## src/include/cfc_pkg.sv

```systemverilog
// Purpose: shared constants and types of the condition flag compare unit
// Assumes: 32-bit data and pointer registers, 40-bit accumulators
// Notes: register offsets are byte addresses on the APB side
package cfc_pkg;

    localparam int DATA_W = 32;
    localparam int ACC_W = 40;
    localparam int EXT_W = 41;
    localparam int NUM_REGS = 8;
    localparam int INSN_W = 16;
    localparam int IMM_W = 3;
    localparam int APB_AW = 12;

    // ----------------------------------------
    // register map
    // ----------------------------------------
    localparam logic [11:0] OFS_ARITH_STATUS = 12'h000;
    localparam logic [11:0] OFS_LAST_INSN = 12'h004;
    localparam logic [11:0] OFS_ISSUE_ERR = 12'h008;
    localparam logic [11:0] OFS_CMP_COUNT = 12'h00C;

    localparam int BIT_ZERO = 0;
    localparam int BIT_NEG = 1;
    localparam int BIT_CARRY = 2;
    localparam int BIT_COND = 5;
    localparam logic RST_FLAG = 1'h0;
    localparam logic [15:0] RST_INSN = 16'h0000;
    localparam logic [31:0] RST_COUNT = 32'h0000_0000;

    // ----------------------------------------
    // instruction word fields
    // ----------------------------------------
    localparam int FLD_CLASS_HI = 15;
    localparam int FLD_CLASS_LO = 12;
    localparam logic [3:0] CLASS_CMP = 4'hC;
    localparam int FLD_KIND_HI = 11;
    localparam int FLD_KIND_LO = 10;
    localparam int FLD_TEST_HI = 9;
    localparam int FLD_TEST_LO = 8;
    localparam int FLD_UNSIGNED = 7;
    localparam int FLD_USE_IMM = 6;
    localparam int FLD_SRC_A_HI = 5;
    localparam int FLD_SRC_A_LO = 3;
    localparam int FLD_SRC_B_HI = 2;
    localparam int FLD_SRC_B_LO = 0;

    typedef enum logic [1:0] {KIND_DATA, KIND_PTR, KIND_ACC, KIND_RSVD} cfc_kind_e;
    typedef enum logic [1:0] {TEST_EQ, TEST_LT, TEST_LE, TEST_RSVD} cfc_test_e;

    typedef struct packed {
        logic condition_flag;
        logic carry_flag;
        logic negative_flag;
        logic zero_flag;
    } cfc_flags_s;

    typedef struct packed {
        logic [NUM_REGS-1:0][DATA_W-1:0] dreg;
        logic [NUM_REGS-1:0][DATA_W-1:0] preg;
        logic [ACC_W-1:0] accumulator_first;
        logic [ACC_W-1:0] accumulator_second;
    } cfc_regfile_s;

    typedef struct packed {
        logic valid;
        logic parallel;
        logic [INSN_W-1:0] insn;
    } cfc_issue_s;

endpackage : cfc_pkg

```

## src/core/cfc_compare_unit.sv

```systemverilog
// Purpose: condition flag compare datapath with APB view of its status
// Assumes: decoder and register files share i_mclk; operands stable on issue
// Notes: one issue per cycle; results visible one edge after issue
//
// Summary of operation
// - condition flag is one bit inside the arithmetic status register
// - data compares take two of eight data registers, or register and immediate
// - data and pointer compares are 32-bit signed, unsigned under the option
// - compare subtracts second from first; difference dropped, only flags written
// - condition flag set when the test holds, cleared otherwise
// - signed tests: equal by zero, less by negative, less-equal by either
// - unsigned: less when carry clear, less-equal adds zero; no unsigned equal
// - data compares also write zero, negative and carry flags
// - signed immediate is three bits, minus four to plus three
// - unsigned immediate is three bits, zero to seven, unsigned option only
// - pointer compares accept six pointers, stack pointer and frame pointer
// - pointer compares change only the condition flag
// - accumulator compares are 40-bit signed
// - accumulator compares have no unsigned and no immediate forms
// - accumulator tests: equal by zero, less by negative, less-equal by either
// - accumulator compares also write zero, negative and carry flags
// - status flags not named by a form keep their values
// - branch decisions use only the current condition flag
// - each compare form is one 16-bit instruction word
// - compares are refused when issued in parallel with other instructions
`timescale 1ns/1ns
module cfc_compare_unit
(
    input wire logic i_mclk,
    input wire logic i_rst_b,
    input wire cfc_pkg::cfc_issue_s i_issue,
    input wire cfc_pkg::cfc_regfile_s i_regs,
    input wire logic i_branch_req,
    input wire logic i_branch_sense,
    input wire logic i_psel,
    input wire logic i_penable,
    input wire logic i_pwrite,
    input wire logic [cfc_pkg::APB_AW-1:0] i_paddr,
    input wire logic [31:0] i_pwdata,
    output logic [31:0] o_prdata,
    output logic o_pready,
    output logic o_pslverr,
    output cfc_pkg::cfc_flags_s o_flags,
    output logic o_cmp_done,
    output logic o_refused,
    output logic o_branch_taken
);

    // ----------------------------------------
    // helpers
    // ----------------------------------------
    // widen a small immediate to the subtract width
    function automatic logic [cfc_pkg::EXT_W-1:0] widen_imm
    (
        input logic [cfc_pkg::IMM_W-1:0] imm,
        input logic is_unsigned
    );
        logic [cfc_pkg::EXT_W-1:0] r;
        if (is_unsigned)
        begin
            r = {{(cfc_pkg::EXT_W-cfc_pkg::IMM_W){1'b0}}, imm};
        end
        else
        begin
            r = {{(cfc_pkg::EXT_W-cfc_pkg::IMM_W){imm[2]}}, imm};
        end
        return r;
    endfunction : widen_imm

    // widen a 32-bit register operand, signed or not
    function automatic logic [cfc_pkg::EXT_W-1:0] widen_reg
    (
        input logic [cfc_pkg::DATA_W-1:0] v,
        input logic is_unsigned
    );
        logic s;
        s = v[cfc_pkg::DATA_W-1] & ~is_unsigned;
        return {{(cfc_pkg::EXT_W-cfc_pkg::DATA_W){s}}, v};
    endfunction : widen_reg

    function automatic logic [31:0] status_word(input cfc_pkg::cfc_flags_s f);
        logic [31:0] w;
        w = 32'h0000_0000;
        w[cfc_pkg::BIT_ZERO] = f.zero_flag;
        w[cfc_pkg::BIT_NEG] = f.negative_flag;
        w[cfc_pkg::BIT_CARRY] = f.carry_flag;
        w[cfc_pkg::BIT_COND] = f.condition_flag;
        return w;
    endfunction : status_word

    // ----------------------------------------
    // decode
    // ----------------------------------------
    logic [cfc_pkg::INSN_W-1:0] insn;
    cfc_pkg::cfc_kind_e kind;
    cfc_pkg::cfc_test_e test;
    logic opt_unsigned;
    logic use_imm;
    logic [2:0] src_a;
    logic [2:0] src_b;
    logic legal;
    logic accept;
    logic refuse;

    assign insn = i_issue.insn;
    assign kind = cfc_pkg::cfc_kind_e'(insn[cfc_pkg::FLD_KIND_HI:cfc_pkg::FLD_KIND_LO]);
    assign test = cfc_pkg::cfc_test_e'(insn[cfc_pkg::FLD_TEST_HI:cfc_pkg::FLD_TEST_LO]);
    assign opt_unsigned = insn[cfc_pkg::FLD_UNSIGNED];
    assign use_imm = insn[cfc_pkg::FLD_USE_IMM];
    assign src_a = insn[cfc_pkg::FLD_SRC_A_HI:cfc_pkg::FLD_SRC_A_LO];
    assign src_b = insn[cfc_pkg::FLD_SRC_B_HI:cfc_pkg::FLD_SRC_B_LO];

    always_comb
    begin
        legal = (insn[cfc_pkg::FLD_CLASS_HI:cfc_pkg::FLD_CLASS_LO]
                 == cfc_pkg::CLASS_CMP);
        if (kind == cfc_pkg::KIND_RSVD || test == cfc_pkg::TEST_RSVD)
        begin
            legal = 1'b0;
        end
        if (opt_unsigned && test == cfc_pkg::TEST_EQ)
        begin
            legal = 1'b0;
        end
        if (kind == cfc_pkg::KIND_ACC && (opt_unsigned || use_imm))
        begin
            legal = 1'b0;
        end
    end

    // privilege level is not consulted at all, so no fault path exists
    assign accept = i_issue.valid & legal & ~i_issue.parallel;
    assign refuse = i_issue.valid & ~accept;

    // ----------------------------------------
    // operand select and subtract
    // ----------------------------------------
    logic [cfc_pkg::EXT_W-1:0] op_a;
    logic [cfc_pkg::EXT_W-1:0] op_b;
    logic [cfc_pkg::EXT_W-1:0] diff;
    logic [cfc_pkg::DATA_W:0] sub32;
    logic [cfc_pkg::ACC_W:0] sub40;
    logic res_zero;
    logic res_neg;
    logic res_carry;
    logic res_cond;

    always_comb
    begin
        op_a = '0;
        op_b = '0;
        case (kind)
            cfc_pkg::KIND_DATA:
            begin
                op_a = widen_reg(i_regs.dreg[src_a], opt_unsigned);
                op_b = use_imm ? widen_imm(src_b, opt_unsigned)
                               : widen_reg(i_regs.dreg[src_b], opt_unsigned);
            end
            cfc_pkg::KIND_PTR:
            begin
                // entries 6 and 7 are stack_pointer and frame_pointer
                op_a = widen_reg(i_regs.preg[src_a], opt_unsigned);
                op_b = use_imm ? widen_imm(src_b, opt_unsigned)
                               : widen_reg(i_regs.preg[src_b], opt_unsigned);
            end
            cfc_pkg::KIND_ACC:
            begin
                op_a = {i_regs.accumulator_first[cfc_pkg::ACC_W-1],
                        i_regs.accumulator_first};
                op_b = {i_regs.accumulator_second[cfc_pkg::ACC_W-1],
                        i_regs.accumulator_second};
            end
            default:
            begin
                op_a = '0;
                op_b = '0;
            end
        endcase
    end

    // difference is only looked at, never stored
    assign diff = op_a - op_b;
    assign sub32 = {1'b0, op_a[cfc_pkg::DATA_W-1:0]} + {1'b0, ~op_b[cfc_pkg::DATA_W-1:0]}
                   + {{cfc_pkg::DATA_W{1'b0}}, 1'b1};
    assign sub40 = {1'b0, op_a[cfc_pkg::ACC_W-1:0]} + {1'b0, ~op_b[cfc_pkg::ACC_W-1:0]}
                   + {{cfc_pkg::ACC_W{1'b0}}, 1'b1};

    always_comb
    begin
        if (kind == cfc_pkg::KIND_ACC)
        begin
            res_zero = (diff[cfc_pkg::ACC_W-1:0] == '0);
            res_neg = diff[cfc_pkg::EXT_W-1];
            res_carry = sub40[cfc_pkg::ACC_W];
        end
        else
        begin
            res_zero = (diff[cfc_pkg::DATA_W-1:0] == '0);
            // exact sign keeps signed less-than right across overflow
            res_neg = opt_unsigned ? diff[cfc_pkg::DATA_W-1] : diff[cfc_pkg::EXT_W-1];
            res_carry = sub32[cfc_pkg::DATA_W];
        end
        case (test)
            cfc_pkg::TEST_EQ: res_cond = res_zero;
            cfc_pkg::TEST_LT: res_cond = opt_unsigned ? ~res_carry : res_neg;
            cfc_pkg::TEST_LE: res_cond = opt_unsigned ? (~res_carry | res_zero)
                                                      : (res_neg | res_zero);
            default: res_cond = 1'b0;
        endcase
    end

    // ----------------------------------------
    // APB slave
    // ----------------------------------------
    logic apb_done;
    logic wr_status;
    logic wr_err;
    logic addr_ok;

    assign apb_done = i_psel & i_penable & o_pready;
    assign addr_ok = (i_paddr == cfc_pkg::OFS_ARITH_STATUS) || (i_paddr == cfc_pkg::OFS_LAST_INSN)
                     || (i_paddr == cfc_pkg::OFS_ISSUE_ERR) || (i_paddr == cfc_pkg::OFS_CMP_COUNT);
    assign wr_status = apb_done & i_pwrite & (i_paddr == cfc_pkg::OFS_ARITH_STATUS);
    assign wr_err = apb_done & i_pwrite & (i_paddr == cfc_pkg::OFS_ISSUE_ERR);

    // one wait state: pready rises in the second access cycle
    always_ff @(posedge i_mclk or negedge i_rst_b)
    begin
        if (!i_rst_b)
        begin
            o_pready <= 1'b0;
            o_pslverr <= 1'b0;
        end
        else
        begin
            o_pready <= i_psel & i_penable & ~o_pready;
            o_pslverr <= i_psel & i_penable & ~o_pready & ~addr_ok;
        end
    end

    logic [cfc_pkg::INSN_W-1:0] last_insn;
    logic issue_err;
    logic [31:0] cmp_count;

    always_ff @(posedge i_mclk or negedge i_rst_b)
    begin
        if (!i_rst_b)
        begin
            o_prdata <= 32'h0000_0000;
        end
        else if (i_psel & i_penable & ~o_pready & ~i_pwrite)
        begin
            case (i_paddr)
                cfc_pkg::OFS_ARITH_STATUS: o_prdata <= status_word(o_flags);
                cfc_pkg::OFS_LAST_INSN: o_prdata <= {16'h0000, last_insn};
                cfc_pkg::OFS_ISSUE_ERR: o_prdata <= {31'h0, issue_err};
                cfc_pkg::OFS_CMP_COUNT: o_prdata <= cmp_count;
                default: o_prdata <= 32'h0000_0000;
            endcase
        end
    end

    // ----------------------------------------
    // flags
    // ----------------------------------------
    always_ff @(posedge i_mclk or negedge i_rst_b)
    begin
        if (!i_rst_b)
        begin
            o_flags <= '{default: cfc_pkg::RST_FLAG};
        end
        else if (accept)
        begin
            o_flags.condition_flag <= res_cond;
            // pointer compares leave the other flags alone
            if (kind != cfc_pkg::KIND_PTR)
            begin
                o_flags.zero_flag <= res_zero;
                o_flags.negative_flag <= res_neg;
                o_flags.carry_flag <= res_carry;
            end
        end
        else if (wr_status)
        begin
            // a compare in the same cycle wins over software
            o_flags.zero_flag <= i_pwdata[cfc_pkg::BIT_ZERO];
            o_flags.negative_flag <= i_pwdata[cfc_pkg::BIT_NEG];
            o_flags.carry_flag <= i_pwdata[cfc_pkg::BIT_CARRY];
            o_flags.condition_flag <= i_pwdata[cfc_pkg::BIT_COND];
        end
    end

    // ----------------------------------------
    // issue bookkeeping
    // ----------------------------------------
    always_ff @(posedge i_mclk or negedge i_rst_b)
    begin
        if (!i_rst_b)
        begin
            o_cmp_done <= 1'b0;
            o_refused <= 1'b0;
            last_insn <= cfc_pkg::RST_INSN;
            cmp_count <= cfc_pkg::RST_COUNT;
        end
        else
        begin
            o_cmp_done <= accept;
            o_refused <= refuse;
            if (accept)
            begin
                last_insn <= insn;
                cmp_count <= cmp_count + 32'h0000_0001;
            end
        end
    end

    // sticky refusal flag, write one to clear; a new refusal beats the clear
    always_ff @(posedge i_mclk or negedge i_rst_b)
    begin
        if (!i_rst_b)
        begin
            issue_err <= cfc_pkg::RST_FLAG;
        end
        else if (refuse)
        begin
            issue_err <= 1'b1;
        end
        else if (wr_err && i_pwdata[0])
        begin
            issue_err <= 1'b0;
        end
    end

    // ----------------------------------------
    // branch decision
    // ----------------------------------------
    // uses the registered flag only; a compare in the same cycle is seen next cycle
    always_ff @(posedge i_mclk or negedge i_rst_b)
    begin
        if (!i_rst_b)
        begin
            o_branch_taken <= 1'b0;
        end
        else
        begin
            o_branch_taken <= i_branch_req
                              & (o_flags.condition_flag == i_branch_sense);
        end
    end

endmodule : cfc_compare_unit

```

## config.mk

```make
export PLATFORM = sky130hd
export DESIGN_NAME = cfc_compare_unit
export DESIGN_NICKNAME = d
export VERILOG_FILES = /design/src/include/cfc_pkg.sv /design/src/core/cfc_compare_unit.sv
export SDC_FILE = /design/constraint.sdc
export NUM_CORES = 1
export LEC_CHECK = 0
export BUFFER_PORTS_ARGS = -buffer_cell sky130_fd_sc_hd__buf_2
export CAP_MARGIN = 10
export CORE_AREA = 2 2 269 271
export CTS_BUF_LIST = sky130_fd_sc_hd__clkbuf_8
export CTS_CLUSTER_SIZE = 12
export DETAILED_ROUTE_END_ITERATION = 16
export DIE_AREA = 0 0 271 273
export PLACE_DENSITY_LB_ADDON = 0.1
export SYNTH_ARGS = -nofsm -noshare
export SYNTH_HDL_FRONTEND = slang
export SYNTH_SLANG_ARGS = --single-unit
```

## constraint.sdc

```tcl
create_clock -name i_mclk -period 2.4 [get_ports i_mclk]
set_input_delay 0.36 -clock i_mclk [delete_from_list [all_inputs] [get_ports i_mclk]]
set_output_delay 0.36 -clock i_mclk [all_outputs]
set_load 0.02 [all_outputs]
```

**Word-level counts from Yosys, hierarchy flattened**

Cells that the tools add are included.

- Register bits: 90
- Output and inout port bits: 41
- Word-level logic and storage cells: 106
- Bits of input ports: 661

- Muxes and demuxes: 29
- Reductions and logical operators: 16
- Equality and inequality tests: 13
- Add/subtract/negate cells: 6
- Bitwise logic cells: 27
- Order comparisons: 2

Operators by type and width:

| kind | number |
|---|---|
| $bmux 32 s3 | 4 |
| $pmux 41 s3 | 2 |
| $mux 32 | 4 |
| $pmux 32 s4 | 1 |
| $mux 41 | 3 |
| $add 40x40->41 | 1 |
| $add 41x1->41 const B | 1 |
| $sub 41x41->41 | 1 |
| $logic_not 40->1 | 1 |
| $not 40->40 | 1 |
| $add 32x32->33 | 1 |
| $add 33x1->33 const B | 1 |
| $add 32x1->32 const B | 1 |
| $logic_not 32->1 | 1 |
| $not 32->32 | 1 |
| $eq 12x4->1 const B | 2 |
| $and 1x1->1 | 16 |
| $eq 12x3->1 const B | 1 |
| $logic_not 12->1 | 1 |
| $mux 1 | 11 |
| $eq 2x2->1 const B | 4 |
| $lt 3x4->1 const B | 2 |
| $mux 4 | 2 |
| $not 1->1 | 7 |
| other kinds (12) | 23 |

**Depth between registers and ports, before layout**

- Depth after elaboration: 14
- Depth in mapped cells: 21
- Mapped depth without buffers: 18

**Worst setup path after synthesis**

Ideal clock, no wire load.

- Path type: in2reg
- Start: input port i_issue[3] in the netlist's numbering
- End: register o_flags[3] in the netlist's numbering
- Arrival: 5.233 ns
- Required time: 2.304 ns
- Stages on the path: 17
- Path buffers: 3
- Path slack: -2.929 ns
- Library setup time: 0.096 ns
- Cells stage by stage: buf_1 > clkbuf_1 > buf_1 > mux4_2 > mux2i_1 > o22ai_1 > fa_1 > a211oi_1 > o21bai_1 > a2111oi_0 > nor3_1 > xnor2_1 > nand3_1 > or4_1 > nor3_1 > o2111ai_1 > o31ai_1

- Longest elaborated chain between the ends: 12
- Elaborated cells between the ends (all ways): 25
- Classes of those cells: add/sub (5); mux (13); bitwise (5); reduce/logical (2)

RTL lines:

| what | RTL line | source |
|---|---|---|
| from (decl) | cfc_compare_unit.sv:31 | `input wire cfc_pkg::cfc_issue_s i_issue,` |
| $bmux 32 s3 (on tied branches) | cfc_compare_unit.sv:162, cfc_compare_unit.sv:155 |  |
| $mux 32 (on tied branches) | cfc_compare_unit.sv:162, cfc_compare_unit.sv:155 |  |
| $and 1x1->1 | cfc_compare_unit.sv:77 | `s = v[cfc_pkg::DATA_W-1] & ~is_unsigned;` |
| $pmux 41 s3 * | cfc_compare_unit.sv:152 | `case (kind)` |
| $add 40x40->41 | cfc_compare_unit.sv:185 | `assign sub40 = {1'b0, op_a[cfc_pkg::ACC_W-1:0]} + {1'b0, ~op_b[cfc_pkg::ACC_W-1:0]}` |
| $add 41x1->41 | cfc_compare_unit.sv:186 | `+ {{cfc_pkg::ACC_W{1'b0}}, 1'b1};` |
| $mux 1 | cfc_compare_unit.sv:190 | `if (kind == cfc_pkg::KIND_ACC)` |
| $not 1->1 | cfc_compare_unit.sv:205, cfc_compare_unit.sv:206 |  |
| $or 1x1->1 | cfc_compare_unit.sv:206 | `cfc_pkg::TEST_LE: res_cond = opt_unsigned ? (~res_carry \| res_zero)` |
| $mux 1 | cfc_compare_unit.sv:206 |  |
| $pmux 1 s3 * | cfc_compare_unit.sv:203 | `case (test)` |
| $mux 4 * | cfc_compare_unit.sv:272 | `else if (accept)` |
| to (decl) | cfc_compare_unit.sv:43 | `output cfc_pkg::cfc_flags_s o_flags,` |

Every way passes the cells marked *; elsewhere a longest branch is shown, timed or not. The select of a mux whose other input is x is not followed.
A chain may end at the register's enable or synchronous reset.

**Worst setup path after layout**

- Start: input port i_issue[0] in the netlist's numbering
- End: register o_flags[3] in the netlist's numbering

- Longest elaborated chain between the ends: 14
- Elaborated cells between the ends (all ways): 30
- Classes of those cells: add/sub (5); mux (16); bitwise (7); reduce/logical (2)

RTL lines:

| what | RTL line |
|---|---|
| $bmux 32 s3 (on tied branches) | cfc_compare_unit.sv:164, cfc_compare_unit.sv:157 |
| $mux 32 (on tied branches) | cfc_compare_unit.sv:164, cfc_compare_unit.sv:157 |
| $and 1x1->1 | cfc_compare_unit.sv:77 |
| $mux 41 (on tied branches) | cfc_compare_unit.sv:163, cfc_compare_unit.sv:156 |
| $pmux 41 s3 * | cfc_compare_unit.sv:152 |
| $not 40->40 | cfc_compare_unit.sv:185 |
| $add 40x40->41 | cfc_compare_unit.sv:185 |
| $add 41x1->41 | cfc_compare_unit.sv:186 |
| $mux 1 | cfc_compare_unit.sv:190 |
| $not 1->1 | cfc_compare_unit.sv:205, cfc_compare_unit.sv:206 |
| $or 1x1->1 | cfc_compare_unit.sv:206 |
| $mux 1 | cfc_compare_unit.sv:206 |
| $pmux 1 s3 * | cfc_compare_unit.sv:203 |
| $mux 4 * | cfc_compare_unit.sv:272 |

Marked as above.

==> metrics.yaml <==
synth:
  synth_fa_ha_area_share_pct: 3.45
  synth_area_leaders: "mux4_2 (38%), dfrtp_1 (15%), mux2i_1 (5.4%), a21oi_1 (4.4%), nand2_1 (3.9%)"
  synth_warnings: 0
  yosysUniqueCellTypes: 73
  synth_seq_cells: 90
  synth_compound_area_share_pct: 16.8
  ys_dominant_reg_cell: "dfrtp_1"
  async_reset_ff_share_pct: 100
  synth_nets: 2268
  synth_edf_count: 0
  synth_mux_area_share_pct: 45.1
  avgSynthCellArea_um2: 9.87
  synth_area_um2: 15400
  ys_top_cells_by_count: "mux4_2 (259), nand2_1 (162), a21oi_1 (136)"
  yosysMostFrequentCell: "mux4_2"
  synthXorXnorAreaFrac_pct: 2.61
  synth_top_area_share_pct: 37.8
  yosys.area_share.simple_pct: 13.3
  ys_seq_area_share_pct: 14.6
  syn_inst: 1565
  synth_top_area_cell: "mux4_2"
  synth_top_family_by_area: "multiplexers"
die:
  die_w_um: 271
  row_count: 98
  dieArea_um2: 74000
  start_util_pct: 21.8
  io_pins: 702
  design.core.area_um2: 71000
  die_h_um: 273
timing:
  setup_violations: 39
  max_freq_ghz: 0.223
  hold_violations: 0
  relSlewSlack_pct: 48.5
  finClkSkew_ns: 0.0147
  whs_ns: 0.191
  grt_setup_unrepaired: "true"
  drv_slew: 0
  worst_pin_slew_ns: 0.772
  min_period_ns: 4.49
  fin_crit_sh_pct: 187
  setup-tns-final_ns: -18.79
  fin_ws_ns: -2.09
setup_path:
  cpPeakStageDelay_ns: 0.56
  path_max_fanout: 8
  required_ns: 2.68
  path_class: "in -> reg"
  crit_buf_inv: 4
  cp.arrival_ns: 4.77
  slowest_stage: "or4b_4"
  path_cells: "buf_16 -> buf_12 -> mux4_2 -> mux4_2 -> mux2i_1 -> o21ai_1 -> ha_2 -> inv_2 -> fa_2 -> a211oi_4 -> buf_6 -> o21ai_4 -> a211oi_4 -> or4b_4 -> a2111oi_4 -> or4_1 -> nand4_1 -> o41ai_2 -> o2111ai_2 -> o31ai_1"
  cp_top_family: "compound AO/OA/AOI/OAI gates"
  worstSetupStartpointType: "primary input"
  critPathCaptureType: "flip-flop"
clocking:
  insertion_delay_ns: 0.37
  cts_buffers: 9
  cts_max_level: 3
  cts_tree: "done"
  cts_sinks: 90
  clkTransAtPathRegs_ns: 0.11
  clock_path_buffers: 2
  clockRootBuffer: "clkbuf_8"
detailed_routing:
  drtIter0Drc: 1408
  via_per_inst: 5.28
  route.detailed.drc: 0
  finalWirelength_um: 102000
  route.detailed.wl_per_inst_um: 28.4
  vias: 19000
  drt_pass1_iterations: 8
  drtAntennaViolNets: 0
place:
  dpl_cell_area_um2: 23300
  io_buffers: 673
  hpwl_um: 86600
  gp_congestion: 0.937
grt:
  grt_max_degree: 42
  antenna_found_initial: 55
  grt_pass1_vias: 19900
  overflow: 0
  gr-usage-all-layers_pct: 26.3
  grt_pass1_wl_um: 141000
pwr:
  power_density_nw_per_um2: 373
  ir_drop_uv: 232
  leakage_nw: 11.4
layout:
  regArea_um2: 2250
  multi_input_area_um2: 13700
  area_growth_pct: 66.2
  n_fill_cell: 7326
  drive_gt1_share_pct: 64.1
  final_area_um2: 25700
  fin_nets: 3313
job:
  drv_cap: 0
outcome:
  violations: "setup timing"
  status: "finished with violations"
hold_path:
  hold_class: "in -> reg"
kinds of logic after synthesis:
kind of cell / count (synthesis)
DFF: 90
adders and majority gates: 42
AOI/OAI and AO/OA: 414
buffers and inverters: 165
and+or+nand+nor: 439
xor gates and xnor gates: 46
muxes: 369
where the power goes:
group	internal [mW]	switching (mW)	total, mW	leakage, nW
registers	1.56	0.0500	1.61	1.24
logic	3.51	3.42	6.93	10.1
clock network	0.406	0.645	1.05	0.0957
cells in the final DEF (no fill, tap or decap), drive strengths merged, types with 20 or more instances in the layout:
cell   synthesis  final
mux2i         84     84
xnor2         32     32
buf           49   1177
dfrtp         90     90
nor2         113    113
nor3          30     30
diode          0     27
a21oi        136    136
nand4         25     25
o21ai         81     81
ha            41     41
nand3         23     23
a22oi         52     52
inv           16     20
o22ai         33     33
nand2        163    163
mux2          26     26
mux4         259    259
per-layer routing:
| metal | global-route usage, % | up-vias | routed length (µm) |
|---|---|---|---|
| li1 | - | 8419 | - |
| met1 | 33.5 | 9503 | 41900 |
| met2 | 46.3 | 885 | 50700 |
| met3 | 3.72 | 142 | 6390 |
| met4 | 7.04 | 18 | 2910 |
| met5 | 0 | - | 103 |
stage by stage:
| step | setup slack (ns) | power [mW] | util (%) | instances |
|---|---|---|---|---|
| 2_1_floorplan | -2.21 | 4.59 | - | 1565 |
| 3_3_place_gp | -3.22 | 7.80 | 32.8 | 3477 |
| 3_5_place_dp | -3.23 | 7.77 | 32.8 | 3477 |
| 4_1_cts | -2.09 | 9.32 | 34.9 | 3530 |
| 5_1_grt | -2.26 | 10.2 | 36.1 | 3584 |
| 6_report | -2.09 | 9.59 | 36.2 | 3592 |
state kept, by name, indices dropped and copies added, names as in the netlist:
signal,count
o_pready,1
o_cmp_done,1
last_insn,16
o_pslverr,1
cmp_count,32
o_prdata,32
o_flags,4
issue_err,1
o_branch_taken,1
o_refused,1
worst paths after layout:
path / from / end / slack (ns) / cells after the start
worst max-delay path: i_issue[0] / o_flags[3]$_DFFE_PN0P_ / -2.09 / 20
worst min-delay path: i_branch_req / o_branch_taken$_DFF_PN0_ / 0.19 / 2
worst max register to register: cmp_count[8]$_DFFE_PN0P_ / cmp_count[27]$_DFFE_PN0P_ / 0.16 / 8
worst min register to register: last_insn[14]$_DFFE_PN0P_ / last_insn[14]$_DFFE_PN0P_ / 0.49 / 1
max in group asynchronous: i_rst_b / cmp_count[2]$_DFFE_PN0P_ / 1.29 / 3
min in group asynchronous: i_rst_b / o_prdata[17]$_DFFE_PN0P_ / 0.48 / 2
worst register-to-register path: cells and delay by family, from the launching register on:
| family | cells | cell delay (ns) |
|---|---|---|
| buf+inv | 1 | 0.12 |
| simple gates | 6 | 1.50 |
| xor+xnor | 1 | 0.13 |
| flops | 1 | 0.41 |
final cells by class:
| cell class | count | share of cell area [%] |
|---|---|---|
| timing repair buffer | 1182 | 32.1 |
| tap | 950 | 4.63 |
| sequential | 90 | 8.77 |
| clock buffer | 9 | 0.482 |
| multi-input combinational | 1310 | 53.2 |
| antenna | 27 | 0.263 |
| inverter | 17 | 0.297 |
| clock inverter | 7 | 0.273 |
timing repair:
item,CTS,global route
endpoints found under the hold margin,33,0
gates cloned,8,2
pin swaps,55,48
hold buffers,1,0
buffers inserted,29,34
setup endpoints to repair,34,48
resized for setup,191,113
Note: power is estimated with default switching activity, not from simulation.
